File: config.mk
export PLATFORM = sky130hd
export DESIGN_NAME = wit_watchdog
export DESIGN_NICKNAME = d
export VERILOG_FILES = /design/src/wit_pkg.sv /design/src/wit_watchdog.sv
export VERILOG_INCLUDE_DIRS = /design/src
export SDC_FILE = /design/constraint.sdc
export NUM_CORES = 1
export LEC_CHECK = 0
export ABC_AREA = 1
export BUFFER_PORTS_ARGS = -buffer_cell sky130_fd_sc_hd__buf_2
export CORE_UTILIZATION = 30
export CTS_CLUSTER_DIAMETER = 200
export DETAILED_ROUTE_END_ITERATION = 10
export PLACE_DENSITY_LB_ADDON = 0.3
export SYNTH_ARGS = -nofsm -noshare
export SYNTH_HDL_FRONTEND = slang
export SYNTH_SLANG_ARGS = --single-unit
export TNS_END_PERCENT = 1
File: constraint.sdc
create_clock -name pclk -period 3.2 [get_ports pclk]
set_clock_uncertainty 0.2 [all_clocks]
set_input_delay 0.48 -clock pclk [delete_from_list [all_inputs] [get_ports pclk]]
set_output_delay 0.48 -clock pclk [all_outputs]
set_load 0.05 [all_outputs]
File: src/wit_defines.svh
`ifndef WIT_DEFINES_SVH
`define WIT_DEFINES_SVH

// ----------------------------------------
// Register indices (byte address = 4 x index)
// ----------------------------------------
`define WIT_CTL_INDEX 10'h0C9
`define WIT_STAT_INDEX 10'h0CA

// ----------------------------------------
// Control field positions
// ----------------------------------------
`define WIT_KEY_HI 7
`define WIT_KEY_LO 4
`define WIT_RUN_BIT 3
`define WIT_MODE_BIT 2
`define WIT_SEL_HI 1
`define WIT_SEL_LO 0

// ----------------------------------------
// Reset values and codes
// ----------------------------------------
`define WIT_KEY_RESET 4'h0
`define WIT_SEL_RESET 2'h0
`define WIT_CNT_RESET 15'h0000
`define WIT_KEY_ARM 4'hA
`define WIT_KEY_FIRE 4'h5

// ----------------------------------------
// Last count of each interval, in low-speed periods
// ----------------------------------------
`define WIT_LAST_32768 15'h7FFF
`define WIT_LAST_8192 15'h1FFF
`define WIT_LAST_512 15'h01FF
`define WIT_LAST_64 15'h003F

`endif

File: src/wit_pkg.sv
package wit_pkg;

   // ----------------------------------------
   // Power modes and clear key window states
   // ----------------------------------------
   typedef enum logic [2:0] {
      WIT_PWR_ACTIVE,
      WIT_SLEEP_LEVEL_ZERO,
      WIT_SLEEP_LEVEL_ONE,
      WIT_SLEEP_LEVEL_TWO,
      WIT_SLEEP_LEVEL_THREE
   } wit_pwr_t;

   typedef enum logic {
      WIT_KEY_IDLE,
      WIT_KEY_ARMED
   } wit_key_t;

endpackage : wit_pkg

File: src/wit_watchdog.sv
`timescale 1ns/1ps
`include "wit_defines.svh"
// Overview of operation
// - Hidden 15-bit counter on low-speed clock
// - Deepest sleep modes force counter to zero
// - Timer disabled after reset
// - Watchdog mode starts counting when run set
// - Running watchdog ignores run bit cleared
// - Running watchdog locks mode, interval stays writable
// - Four intervals: 64, 512, 8192, 32768 periods
// - Select 00,01,10,11 gives 32768,8192,512,64
// - Watchdog timeout asserts system reset
// - Key 1010 then 0101 within half period
// - Complete sequence before timeout clears counter
// - Clear key ignored while run is zero
// - Watchdog mode never raises timer interrupt
// - Timer mode expiry sets flag, gated interrupt
// - Timer mode key bit zero clears counter
// - Timer run low stops, high restarts zero
// - Timer mode never resets the system
// - Active and lightest mode reset on timeout
// - First sleep level defers reset until wake
// - Deep sleep stops, keeps configuration, restarts zero
// - Control layout key, run, mode, interval
module wit_watchdog (
   // APB clock and reset
   input wire logic pclk,
   input wire logic presetn,
   // APB slave
   input wire logic psel,
   input wire logic penable,
   input wire logic pwrite,
   input wire logic [11:0] paddr,
   input wire logic [31:0] pwdata,
   output logic [31:0] prdata,
   output logic pready,
   output logic pslverr,
   // Low-speed oscillator
   input wire logic lsclk,
   // Power mode from power controller
   input wire logic [2:0] pwr_mode,
   // Interrupt controller
   input wire logic timeout_irq_allow,
   output logic timeout_flag,
   output logic irq_req,
   // System reset request
   output logic sys_reset_req
);

   // ----------------------------------------
   // Functions
   // ----------------------------------------
   function automatic logic wit_hit(input logic [11:0] addr, input logic [9:0] index);
      wit_hit = (addr == {index, 2'b00});
   endfunction : wit_hit

   function automatic logic [14:0] wit_last(input logic [1:0] sel);
      case (sel)
         2'h0: wit_last = `WIT_LAST_32768;
         2'h1: wit_last = `WIT_LAST_8192;
         2'h2: wit_last = `WIT_LAST_512;
         default: wit_last = `WIT_LAST_64;
      endcase
   endfunction : wit_last

   // ----------------------------------------
   // Declarations
   // ----------------------------------------
   logic ls_meta;
   logic ls_sync;
   logic ls_prev;
   logic tick;
   logic ls_edge;
   logic [3:0] key_field;
   logic run;
   logic mode;
   logic [1:0] sel;
   logic [14:0] cnt;
   logic [14:0] limit;
   wit_pkg::wit_key_t key_state;
   logic doze_miss;
   logic deep;
   logic doze;
   logic awake;
   logic setup;
   logic ctl_wr;
   logic wd_locked;
   logic start_req;
   logic arm_req;
   logic fire_req;
   logic tclear_req;
   logic key_lapse;
   logic expire;
   logic wd_timeout;

   // ----------------------------------------
   // Low-speed clock sync and edges
   // ----------------------------------------
   always_ff @(posedge pclk or negedge presetn) begin
      if (!presetn) begin
         ls_meta <= 1'b0;
         ls_sync <= 1'b0;
         ls_prev <= 1'b0;
      end else begin
         ls_meta <= lsclk;
         ls_sync <= ls_meta;
         ls_prev <= ls_sync;
      end
   end

   assign tick = ls_sync & ~ls_prev;
   assign ls_edge = ls_sync ^ ls_prev;

   // ----------------------------------------
   // Power mode decode
   // ----------------------------------------
   assign deep = (pwr_mode == wit_pkg::WIT_SLEEP_LEVEL_TWO) ||
                 (pwr_mode == wit_pkg::WIT_SLEEP_LEVEL_THREE);
   assign doze = (pwr_mode == wit_pkg::WIT_SLEEP_LEVEL_ONE);
   assign awake = ~deep & ~doze;

   // ----------------------------------------
   // Write decode
   // ----------------------------------------
   assign setup = psel & ~penable;
   assign ctl_wr = psel & penable & pwrite & pready & wit_hit(paddr, `WIT_CTL_INDEX);
   assign wd_locked = run & ~mode;
   assign start_req = ctl_wr & ~wd_locked & pwdata[`WIT_RUN_BIT] & ~run;
   assign arm_req = ctl_wr & run & ~mode &
                    (pwdata[`WIT_KEY_HI:`WIT_KEY_LO] == `WIT_KEY_ARM);
   assign fire_req = ctl_wr & run & ~mode & (key_state == wit_pkg::WIT_KEY_ARMED) &
                     (pwdata[`WIT_KEY_HI:`WIT_KEY_LO] == `WIT_KEY_FIRE);
   assign tclear_req = ctl_wr & run & mode & pwdata[`WIT_KEY_LO];

   // ----------------------------------------
   // Control register
   // ----------------------------------------
   always_ff @(posedge pclk or negedge presetn) begin
      if (!presetn) begin
         key_field <= `WIT_KEY_RESET;
         run <= 1'b0;
         mode <= 1'b0;
         sel <= `WIT_SEL_RESET;
      end else if (ctl_wr) begin
         sel <= pwdata[`WIT_SEL_HI:`WIT_SEL_LO];
         if (!wd_locked) begin
            mode <= pwdata[`WIT_MODE_BIT];
            run <= pwdata[`WIT_RUN_BIT];
         end
         if (run) begin
            key_field <= pwdata[`WIT_KEY_HI:`WIT_KEY_LO];
         end
      end
   end

   // ----------------------------------------
   // Clear key window
   // ----------------------------------------
   assign key_lapse = (key_state == wit_pkg::WIT_KEY_ARMED) & ls_edge & ~fire_req &
                      ~arm_req & ~deep;

   always_ff @(posedge pclk or negedge presetn) begin
      if (!presetn) begin
         key_state <= wit_pkg::WIT_KEY_IDLE;
      end else begin
         case (key_state)
            wit_pkg::WIT_KEY_IDLE: begin
               if (arm_req && !deep) begin
                  key_state <= wit_pkg::WIT_KEY_ARMED;
               end
            end
            wit_pkg::WIT_KEY_ARMED: begin
               if (deep || fire_req || key_lapse) begin
                  key_state <= wit_pkg::WIT_KEY_IDLE;
               end
            end
            default: begin
               key_state <= wit_pkg::WIT_KEY_IDLE;
            end
         endcase
      end
   end

   // ----------------------------------------
   // Counter
   // ----------------------------------------
   assign limit = wit_last(sel);
   assign expire = run & ~deep & tick & (cnt == limit);

   always_ff @(posedge pclk or negedge presetn) begin
      if (!presetn) begin
         cnt <= `WIT_CNT_RESET;
      end else if (deep) begin
         cnt <= `WIT_CNT_RESET;
      end else if (start_req || fire_req || tclear_req) begin
         cnt <= `WIT_CNT_RESET;
      end else if (run && tick) begin
         if (expire) begin
            cnt <= `WIT_CNT_RESET;
         end else begin
            cnt <= cnt + 15'h0001;
         end
      end
   end

   // ----------------------------------------
   // System reset
   // ----------------------------------------
   assign wd_timeout = ~mode & (expire | key_lapse);

   always_ff @(posedge pclk or negedge presetn) begin
      if (!presetn) begin
         doze_miss <= 1'b0;
      end else if (deep || awake) begin
         doze_miss <= 1'b0;
      end else if (wd_timeout) begin
         doze_miss <= 1'b1;
      end
   end

   always_ff @(posedge pclk or negedge presetn) begin
      if (!presetn) begin
         sys_reset_req <= 1'b0;
      end else begin
         sys_reset_req <= awake & (wd_timeout | doze_miss);
      end
   end

   // ----------------------------------------
   // Timer interrupt
   // ----------------------------------------
   always_ff @(posedge pclk or negedge presetn) begin
      if (!presetn) begin
         timeout_flag <= 1'b0;
         irq_req <= 1'b0;
      end else begin
         timeout_flag <= expire & mode;
         irq_req <= expire & mode & timeout_irq_allow;
      end
   end

   // ----------------------------------------
   // APB answer
   // ----------------------------------------
   always_ff @(posedge pclk or negedge presetn) begin
      if (!presetn) begin
         pready <= 1'b0;
         pslverr <= 1'b0;
      end else begin
         pready <= setup;
         pslverr <= setup & ~wit_hit(paddr, `WIT_CTL_INDEX) &
                    ~wit_hit(paddr, `WIT_STAT_INDEX);
      end
   end

   always_ff @(posedge pclk or negedge presetn) begin
      if (!presetn) begin
         prdata <= 32'h00000000;
      end else if (setup) begin
         if (wit_hit(paddr, `WIT_CTL_INDEX)) begin
            prdata <= {24'h000000, key_field, run, mode, sel};
         end else if (wit_hit(paddr, `WIT_STAT_INDEX)) begin
            prdata <= {30'h00000000, doze_miss, key_state == wit_pkg::WIT_KEY_ARMED};
         end else begin
            prdata <= 32'h00000000;
         end
      end
   end
endmodule : wit_watchdog

## After elaboration in Yosys (flattened, before gate mapping)

Index checks and enable logic that the tools add are counted.

- Memories kept: 0
- Bits in latches: 0
- ROM bits: 0
- Output and inout bits: 37
- RAM bits: 0
- Flip-flop bits (word level): 65

- Shift-type cells: 0
- $lt $le $gt $ge: 0
- Div/mod/pow operators: 0
- Multipliers: 0
- Bitwise operators: 46
- Reductions and logical operators: 14
- Mux-type cells: 12
- Add/subtract/negate cells: 1
- Equal/unequal tests: 10

Operators by type and width:

| operator | count |
|---|---|
| $mux W15 | 4 |
| $pmux W15 S3 | 1 |
| $mux W32 | 1 |
| $and A1 B1 Y1 | 31 |
| $eq A12 B10 Y1 const B | 2 |
| $add A15 B1 Y15 const B | 1 |
| $eq A15 B15 Y1 | 1 |
| $not A1 Y1 | 12 |
| $eq A3 B2 Y1 const B | 2 |
| $logic_or A1 B1 Y1 | 6 |
| $eq A4 B3 Y1 const B | 1 |
| $eq A4 B4 Y1 const B | 1 |
| $mux W1 | 4 |
| $reduce_and A2 Y1 | 2 |
| $eq A3 B3 Y1 const B | 1 |
| $reduce_bool A3 Y1 | 1 |
| $eq A2 B1 Y1 const B | 1 |
| $eq A2 B2 Y1 const B | 1 |
| $logic_and A1 B1 Y1 | 2 |
| $logic_not A2 Y1 | 1 |
| $mux W2 | 1 |
| $or A1 B1 Y1 | 2 |
| $pmux W1 S2 | 1 |
| $reduce_bool A2 Y1 | 1 |
| 2 further kinds | 2 |

## Longest topological paths before layout

Gate-level depths: netlist (run 1).

- Depth after elaboration: 16
- Gate-level depth with buffers: 12
- Depth with buffers taken out: 11

## Least setup slack after synthesis (run 1)

OpenSTA, ideal clock, no wires.

- Path kind: reg2reg
- Start: register pready
- End: register cnt[6]
- Cell stages (with the launch flop): 8
- Required time: 2.876 ns
- Library setup time: 0.124 ns
- Path slack: 1.408 ns
- Data arrival time: 1.468 ns
- Cells stage by stage: dfrtp_1 nand2_1 nor2_1 nand2_1 inv_2 nand4_1 nand4_2 a21oi_1

- Word-level cells in the longest chain between the ends: 10
- Elaborated cells between the ends (all ways): 16

RTL lines:

| element | line | source |
|---|---|---|
| start: declaration | wit_watchdog.sv:36 | `output logic pready,` |
| start signal: assignment | wit_watchdog.sv:250 | `pready <= setup;` |
| $and A1 B1 Y1 * (2 in series) | wit_watchdog.sv:126 | `` assign ctl_wr = psel & penable & pwrite & pready & wit_hit(paddr, `WIT_CTL_INDEX); `` |
| $and A1 B1 Y1 | wit_watchdog.sv:131, wit_watchdog.sv:133 |  |
| $and A1 B1 Y1 (3 in series) | wit_watchdog.sv:131 | `assign fire_req = ctl_wr & run & ~mode & (key_state == wit_pkg::WIT_KEY_ARMED) &` |
| $logic_or A1 B1 Y1 | wit_watchdog.sv:195 | `end else if (start_req \|\| fire_req \|\| tclear_req) begin` |
| $logic_or A1 B1 Y1 * | wit_watchdog.sv:195 |  |
| $mux W15 | wit_watchdog.sv:195 |  |
| $mux W15 | wit_watchdog.sv:193 | `end else if (deep) begin` |
| end signal: assignment | wit_watchdog.sv:192 | `` cnt <= `WIT_CNT_RESET; `` |
| end signal: assignment | wit_watchdog.sv:194 | `` cnt <= `WIT_CNT_RESET; `` |
| end signal: assignment | wit_watchdog.sv:196 | `` cnt <= `WIT_CNT_RESET; `` |
| end: declaration | wit_watchdog.sv:78 | `logic [14:0] cnt;` |

Mark *: on every way between the ends. The rest lies on a longest branch, timed or not.
A chain may end at the register's enable or synchronous reset.

## Final worst setup path (run 1)

- Start: register ls_prev
- End: register doze_miss

- Word-level cells in the longest chain between the ends: 8
- Elaborated cells between the ends (all ways): 12

RTL lines:

| element | line | source |
|---|---|---|
| start: declaration | wit_watchdog.sv:71 | `logic ls_prev;` |
| start signal: assignment | wit_watchdog.sv:107 | `ls_prev <= ls_sync;` |
| $xor A1 B1 Y1 | wit_watchdog.sv:112 | `assign ls_edge = ls_sync ^ ls_prev;` |
| $and A1 B1 Y1 (3 in series) | wit_watchdog.sv:159 | `assign key_lapse = (key_state == wit_pkg::WIT_KEY_ARMED) & ls_edge & ~fire_req &` |
| $and A1 B1 Y1 | wit_watchdog.sv:160 | `~arm_req & ~deep;` |
| $or A1 B1 Y1 * | wit_watchdog.sv:209 | `assign wd_timeout = ~mode & (expire \| key_lapse);` |
| $and A1 B1 Y1 * | wit_watchdog.sv:209 |  |
| $reduce_bool A2 Y1 (no source line) * | -- |  |
| end signal: assignment | wit_watchdog.sv:213 | `doze_miss <= 1'b0;` |
| end signal: assignment | wit_watchdog.sv:215 | `doze_miss <= 1'b0;` |
| end signal: assignment | wit_watchdog.sv:217 | `doze_miss <= 1'b1;` |
| end: declaration | wit_watchdog.sv:81 | `logic doze_miss;` |

Marked as above.

==> results of run 1 <==
==> Yosys cell counts (all sizes together) <==
| library cell | number |
|---|---|
| a32o | 1 |
| conb | 1 |
| nand3 | 24 |
| xor2 | 6 |
| nand4 | 7 |
| a221oi | 2 |
| or2 | 2 |
| o31ai | 2 |
| clkbuf | 1 |
| xnor2 | 1 |
| dfrtp | 41 |
| o21ai | 12 |
| nand2 | 55 |
| and2 | 1 |
| o21bai | 1 |
| inv | 43 |
| buf | 26 |
| ha | 2 |
| nand3b | 1 |
| nor3b | 1 |
| o211ai | 2 |
| nor3 | 10 |
| nor2 | 43 |
| a31oi | 1 |
| mux2 | 1 |
| a21oi | 11 |
==> metal layers <==
metal	vias to the layer above	track usage	share of wire
li1	998	-	-
met4	0	0.0476	0.016
met2	59	0.206	0.46
met1	909	0.173	0.48
met3	6	0.0278	0.046
met5	-	0	0
==> final timing paths <==
check | cells after the start | endpoint | startpoint
worst max-delay path | 11 | doze_miss | ls_prev
worst min-delay path | 1 | ls_meta | lsclk
worst max register to register | 11 | doze_miss | ls_prev
worst min register to register | 0 | ls_sync | ls_meta
max in group asynchronous | 1 | pready | presetn
min in group asynchronous | 1 | cnt[4] | presetn
==> area by class of cell <==
class	instances	area, um^2
fill	826	5000
tap	102	128
clock buffer	6	72.6
timing repair buffer	43	218
clock inverter	2	15.0
sequential	41	1030
multi-input combinational	210	1060
inverter	43	161
==> state kept, by name, summed over array words and instances (netlist names), 2 cells and up <==
register	flops
cnt	15
sel	2
prdata	8
key_field	4
==> worst reg2reg max path, delay by kind of cell (launching register included) <==
family / cells / cell delay, ns
compound gates: 3 / 0.37
fa+ha+maj: 1 / 0.17
buf+inv: 2 / 0.24
flops: 1 / 0.36
simple gates: 5 / 0.60
==> power by group <==
group          leakage [nW]  switching (mW)  internal [mW]
Combinational         0.772           0.140         0.0430
Clock                0.0374           0.182          0.154
Sequential            0.533          0.0148          0.534
Total                  1.34           0.337          0.731
==> cells in the final DEF (no fill, tap or decap), types with 10 or more instances in the layout <==
cell	synthesis	layout
o21ai_0	10	10
inv_1	41	41
conb_1	1	24
dfrtp_1	41	41
nand2_1	54	54
a21oi_1	10	10
buf_2	0	42
nor2_1	38	38
nand3_1	21	21
==> cell families (layout without fill, tap and decap cells) <==
family | count (synthesis) | after routing
adders and majority gates | 2 | 2
xor gates and xnor gates | 7 | 7
muxes | 1 | 1
buffers and inverters | 70 | 94
DFF | 41 | 41
and+or+nand+nor | 144 | 144
AOI/OAI and AO/OA | 32 | 32
other | 1 | 24
==> stage by stage <==
stage                      util  std cells  setup WS [ns]  total power, mW  hold WS [ns]
after floorplan               -        321           1.41            0.717       -0.0156
after CTS                 0.349        447           1.16             1.08        0.0821
after detailed placement  0.338        439          0.985            0.745         0.135
after global routing      0.349        447          0.961             1.13        0.0793
after global placement    0.338        439           1.01            0.742         0.133
final                     0.349        447           1.18             1.07        0.0929
==> impl_metrics.ini, run 1 <==
[finish]
area_delta_synth_final_pct = 13.4
final_nets = 400
antenna_cells = 0
drive_above_1_share = 0.206
final_cell_area_um2 = 2690

[die]
row_count = 32
core-area_um2 = 7690
start_util = 0.308
io_pins = 91
dieArea_um2 = 8250
die_h_um = 90.9
die_w_um = 90.9

[synth]
yosys_register_bits = 41
yosys_warnings = 0
synthAdderAreaFrac = 0.0106
synth.area.top_cells = dfrtp_1, nand2_1, buf_4
synthesis.instances = 298
synth_area_um2 = 2370
yosys.area_share.simple = 0.290
synth-xor-area-share = 0.0259
synth.area.mux_share = 0.00475
synth-seq-area-share = 0.433
synth_top_family_by_area = simple AND/OR/NAND/NOR gates
yosysUniqueCellTypes = 37
synth_top_area_frac = 0.433
synth_largest_area_cell = dfrtp_1
synth_compound_area_frac = 0.0803
syn_avg_cell_area_um2 = 7.95

[timing]
hold_viol = 0
maxSlewViolCount = 0
period_share = 0.630
tightest_slew_ns = 0.919
rsz0062_at_grt = no
slew_headroom = 0.387
fin_crit_ns = 2.02
max_freq_mhz = 496
setup_viol = 0
setup_tns_ns = 0

[critical_path]
critPathBufInv = 2
cp_max_fo = 11
max_stage_delay_ns = 0.36
endpoint_kind = register
path_cells = inv_1, ha_1, nand2_2, inv_2, o211ai_1, nor2_1, nand3_1, nor2_1, o21bai_1, nand2_1, a21oi_1
rrSetupSlack_ns = 1.18
start_kind = register
slowest_stage = dfrtp_1
cp_top_family = simple AND/OR/NAND/NOR gates
crit_top_cell = nor2_1
cp.arrival_ns = 2.03
crit_type = register to register
crit_required_ns = 3.22

[drt]
drc = 0
post_drt_wl_per_cell_um = 10.9
drt-total-wl_um = 4860
via_per_inst = 4.41
drt_pass1_iterations = 4
via_count = 1972
drt_iter0_markers = 77
antenna_violating_nets_post_route = 0

[global_route]
grt_pass1_wl_um = 8440
antenna_found_initial = 0
grt_max_degree = 42
grt_pass1_vias = 1825
gr-total-overflow = 0
track_usage = 0.130

[pwr]
vdd_drop_max_mv = 0.216
p_leak_nw = 1.34
power.density_nw_per_um2 = 398

[clock_tree]
clk_path_buf_depth = 2
cts_tree = built
cts_max_level = 2
clkTransAtPathRegs_ns = 0.08
ctsHoldBuffers = 0
cts_sinks = 41
numCtsBuffers = 5
clk_latency_ns = 0.29
postCtsSetupBuffers = 0
cts_resized = 0
ctsRootBufferMaster = clkbuf_8

[flow_run]
drv_cap = 0

[place]
hpwl_um = 3800
globalplace.congestion = 0.813
port_buffers = 42
place_area_um2 = 2600

[status]
outcome = finished clean

[min_path]
hold_path.class = input port to register
No activity file was read; power rests on OpenSTA's default activity.
==> run 2: changes to the inputs <==
==> constraint.sdc (replaced) <==
create_clock -name pclk -period 1.7 [get_ports pclk]
set_clock_uncertainty 0.2 [all_clocks]
set_input_delay 0.255 -clock pclk [delete_from_list [all_inputs] [get_ports pclk]]
set_output_delay 0.255 -clock pclk [all_outputs]
set_load 0.05 [all_outputs]
==> run 2 against run 1 <==
  * Sequential power grew 86%
  * Flip-flop and latch count is the same
  * Via count grew 8.4%
  * Non-clock buffer count grew 42
  * The flow now finishes with violations (setup timing)
  * Highest routed layer unchanged
  * Wire length grew 9.8%
  * Critical endpoint is now sys_reset_req
==> impl_metrics.ini, run 2 (synthesis gave the netlist of run 1 again) <==
[finish]
area_delta_synth_final_pct = 32.9
regArea_um2 = 1030
regMostFlops = cnt
antenna_cells = 0
drive_above_1_share = 0.326
final_cell_mix = nand2_1, buf_2, dfrtp_1
fillerInstances = 808
top_regs = cnt x15, prdata x8, key_field x4
final_common_cell = nand2_1
largest_register_ffs = 15
final_nets = 442
multi_input_area_um2 = 1150

[min_path]
hold_path.class = input port to register
hp-start = timeout_irq_allow

[flow_run]
drv_cap = 0

[place]
globalplace.congestion = 0.776
dp_slack_ns = -0.216
port_buffers = 42
hpwl_um = 4020

[drt]
via_per_inst = 4.37
drt_pass1_iterations = 4
post_drt_wl_per_cell_um = 10.9
drt_iter0_markers = 86
drt-total-wl_um = 5340
antenna_violating_nets_post_route = 0
via_count = 2138
drc = 0

[timing]
fin_ws_ns = -0.241
period_share = 1.14
rsz0062_at_grt = yes
hold_viol = 0
holdWs_ns = 0.00734
fin_crit_ns = 1.94
setup_viol = 17
max_freq_mhz = 515
setup_tns_ns = -2.41
maxSlewViolCount = 0

[die]
dieArea_um2 = 8250
die_w_um = 90.9
row_count = 32
core-area_um2 = 7690
start_util = 0.308
io_pins = 91
die_h_um = 90.9

[critical_path]
critPathLaunch = cnt[1]
cp_max_fo = 2
crit_type = register to register
cp.arrival_ns = 1.97
start_kind = register
worstReg2RegStart = cnt[1]
rrSetupSlack_ns = -0.24
endpoint_kind = register
crit_required_ns = 1.73

[clock_tree]
cts_tree = built
cts_sinks = 41
cts_max_level = 2
clk_path_buf_depth = 2
clk_latency_ns = 0.31
numCtsBuffers = 5
ctsRootBufferMaster = clkbuf_8
clkTransAtPathRegs_ns = 0.08

[global_route]
antenna_found_initial = 0
grt_pass1_vias = 2052
track_usage = 0.141
grt_max_degree = 42
grt_pass1_wl_um = 9260
gr-total-overflow = 0

[pwr]
p_sw_mw = 0.692
power.density_nw_per_um2 = 722
vdd_drop_max_mv = 0.308
p_leak_nw = 1.60
p_total_mw = 2.27
pwr-share-seq = 0.450
switching_share = 0.304
p_comb_frac = 0.188
clkPwrFrac = 0.361
p_int_mw = 1.58

[status]
violations = setup timing
outcome = complete, but fails checks
[run 2: critical path, stage by stage, from the launching register on]
cell      delay [ns]
dfrtp_1         0.37
ha_2            0.20
nand3_2         0.10
nor3_4          0.22
nand2_2         0.10
inv_2           0.07
nand3_2         0.09
nor2_4          0.14
o21bai_1        0.11
nand2_1         0.12
a21oi_1         0.16
[run 2: power groups by stage]
| stage | Sequential, mW | Combinational, mW | Clock (mW) |
|---|---|---|---|
| floorplan | 1.08 | 0.275 | 0 |
| global placement | 1.04 | 0.405 | 0 |
| detailed placement | 1.04 | 0.409 | 0 |
| CTS | 1.02 | 0.427 | 0.833 |
| global route | 1.03 | 0.466 | 0.880 |
| finish | 1.02 | 0.428 | 0.822 |
[run 2: final timing paths]
| path | endpoint | cells past startpoint |
|---|---|---|
| setup reg to reg | sys_reset_req | 10 |
| min in group asynchronous | prdata[2] | 3 |
| max in group asynchronous | pready | 3 |
| setup / recovery | sys_reset_req | 10 |
| hold reg to reg | ls_sync | 0 |
| hold / removal | irq_req | 2 |
[run 2: layer usage]
| metal | GRT usage | part of all wire | routed length (um) | vias to the layer above |
|---|---|---|---|---|
| met4 | 0.0437 | 0.014 | 74 | 0 |
| met5 | 0 | 0 | 0 | - |
| met3 | 0.0295 | 0.037 | 200 | 5 |
| met2 | 0.232 | 0.47 | 2480 | 48 |
| met1 | 0.186 | 0.48 | 2580 | 1005 |
| li1 | - | - | - | 1080 |
[run 2: cell type report]
cell class | count | area share
clock buffer | 5 | 0.0219
clock inverter | 3 | 0.0147
tap | 102 | 0.0405
multi-input combinational | 210 | 0.367
timing repair buffer | 85 | 0.178
inverter | 43 | 0.0513
sequential | 41 | 0.326
[run 2: what timing repair did]
action,CTS,global route
hold buffers,5,0
endpoints found under the setup margin,17,19
pin swaps,4,10
gates resized for setup,11,12
cloned,0,0
setup buffers,1,1
hold endpoints to repair,45,0
[run 2: per-stage QoR]
step | utilization | instances | cell area [um^2]
6_report | 0.410 | 489 | 3150
5_1_grt | 0.410 | 489 | 3150
4_1_cts | 0.403 | 488 | 3100
3_5_place_dp | 0.374 | 474 | 2870
3_3_place_gp | 0.374 | 474 | 2870
2_1_floorplan | - | 321 | 2460
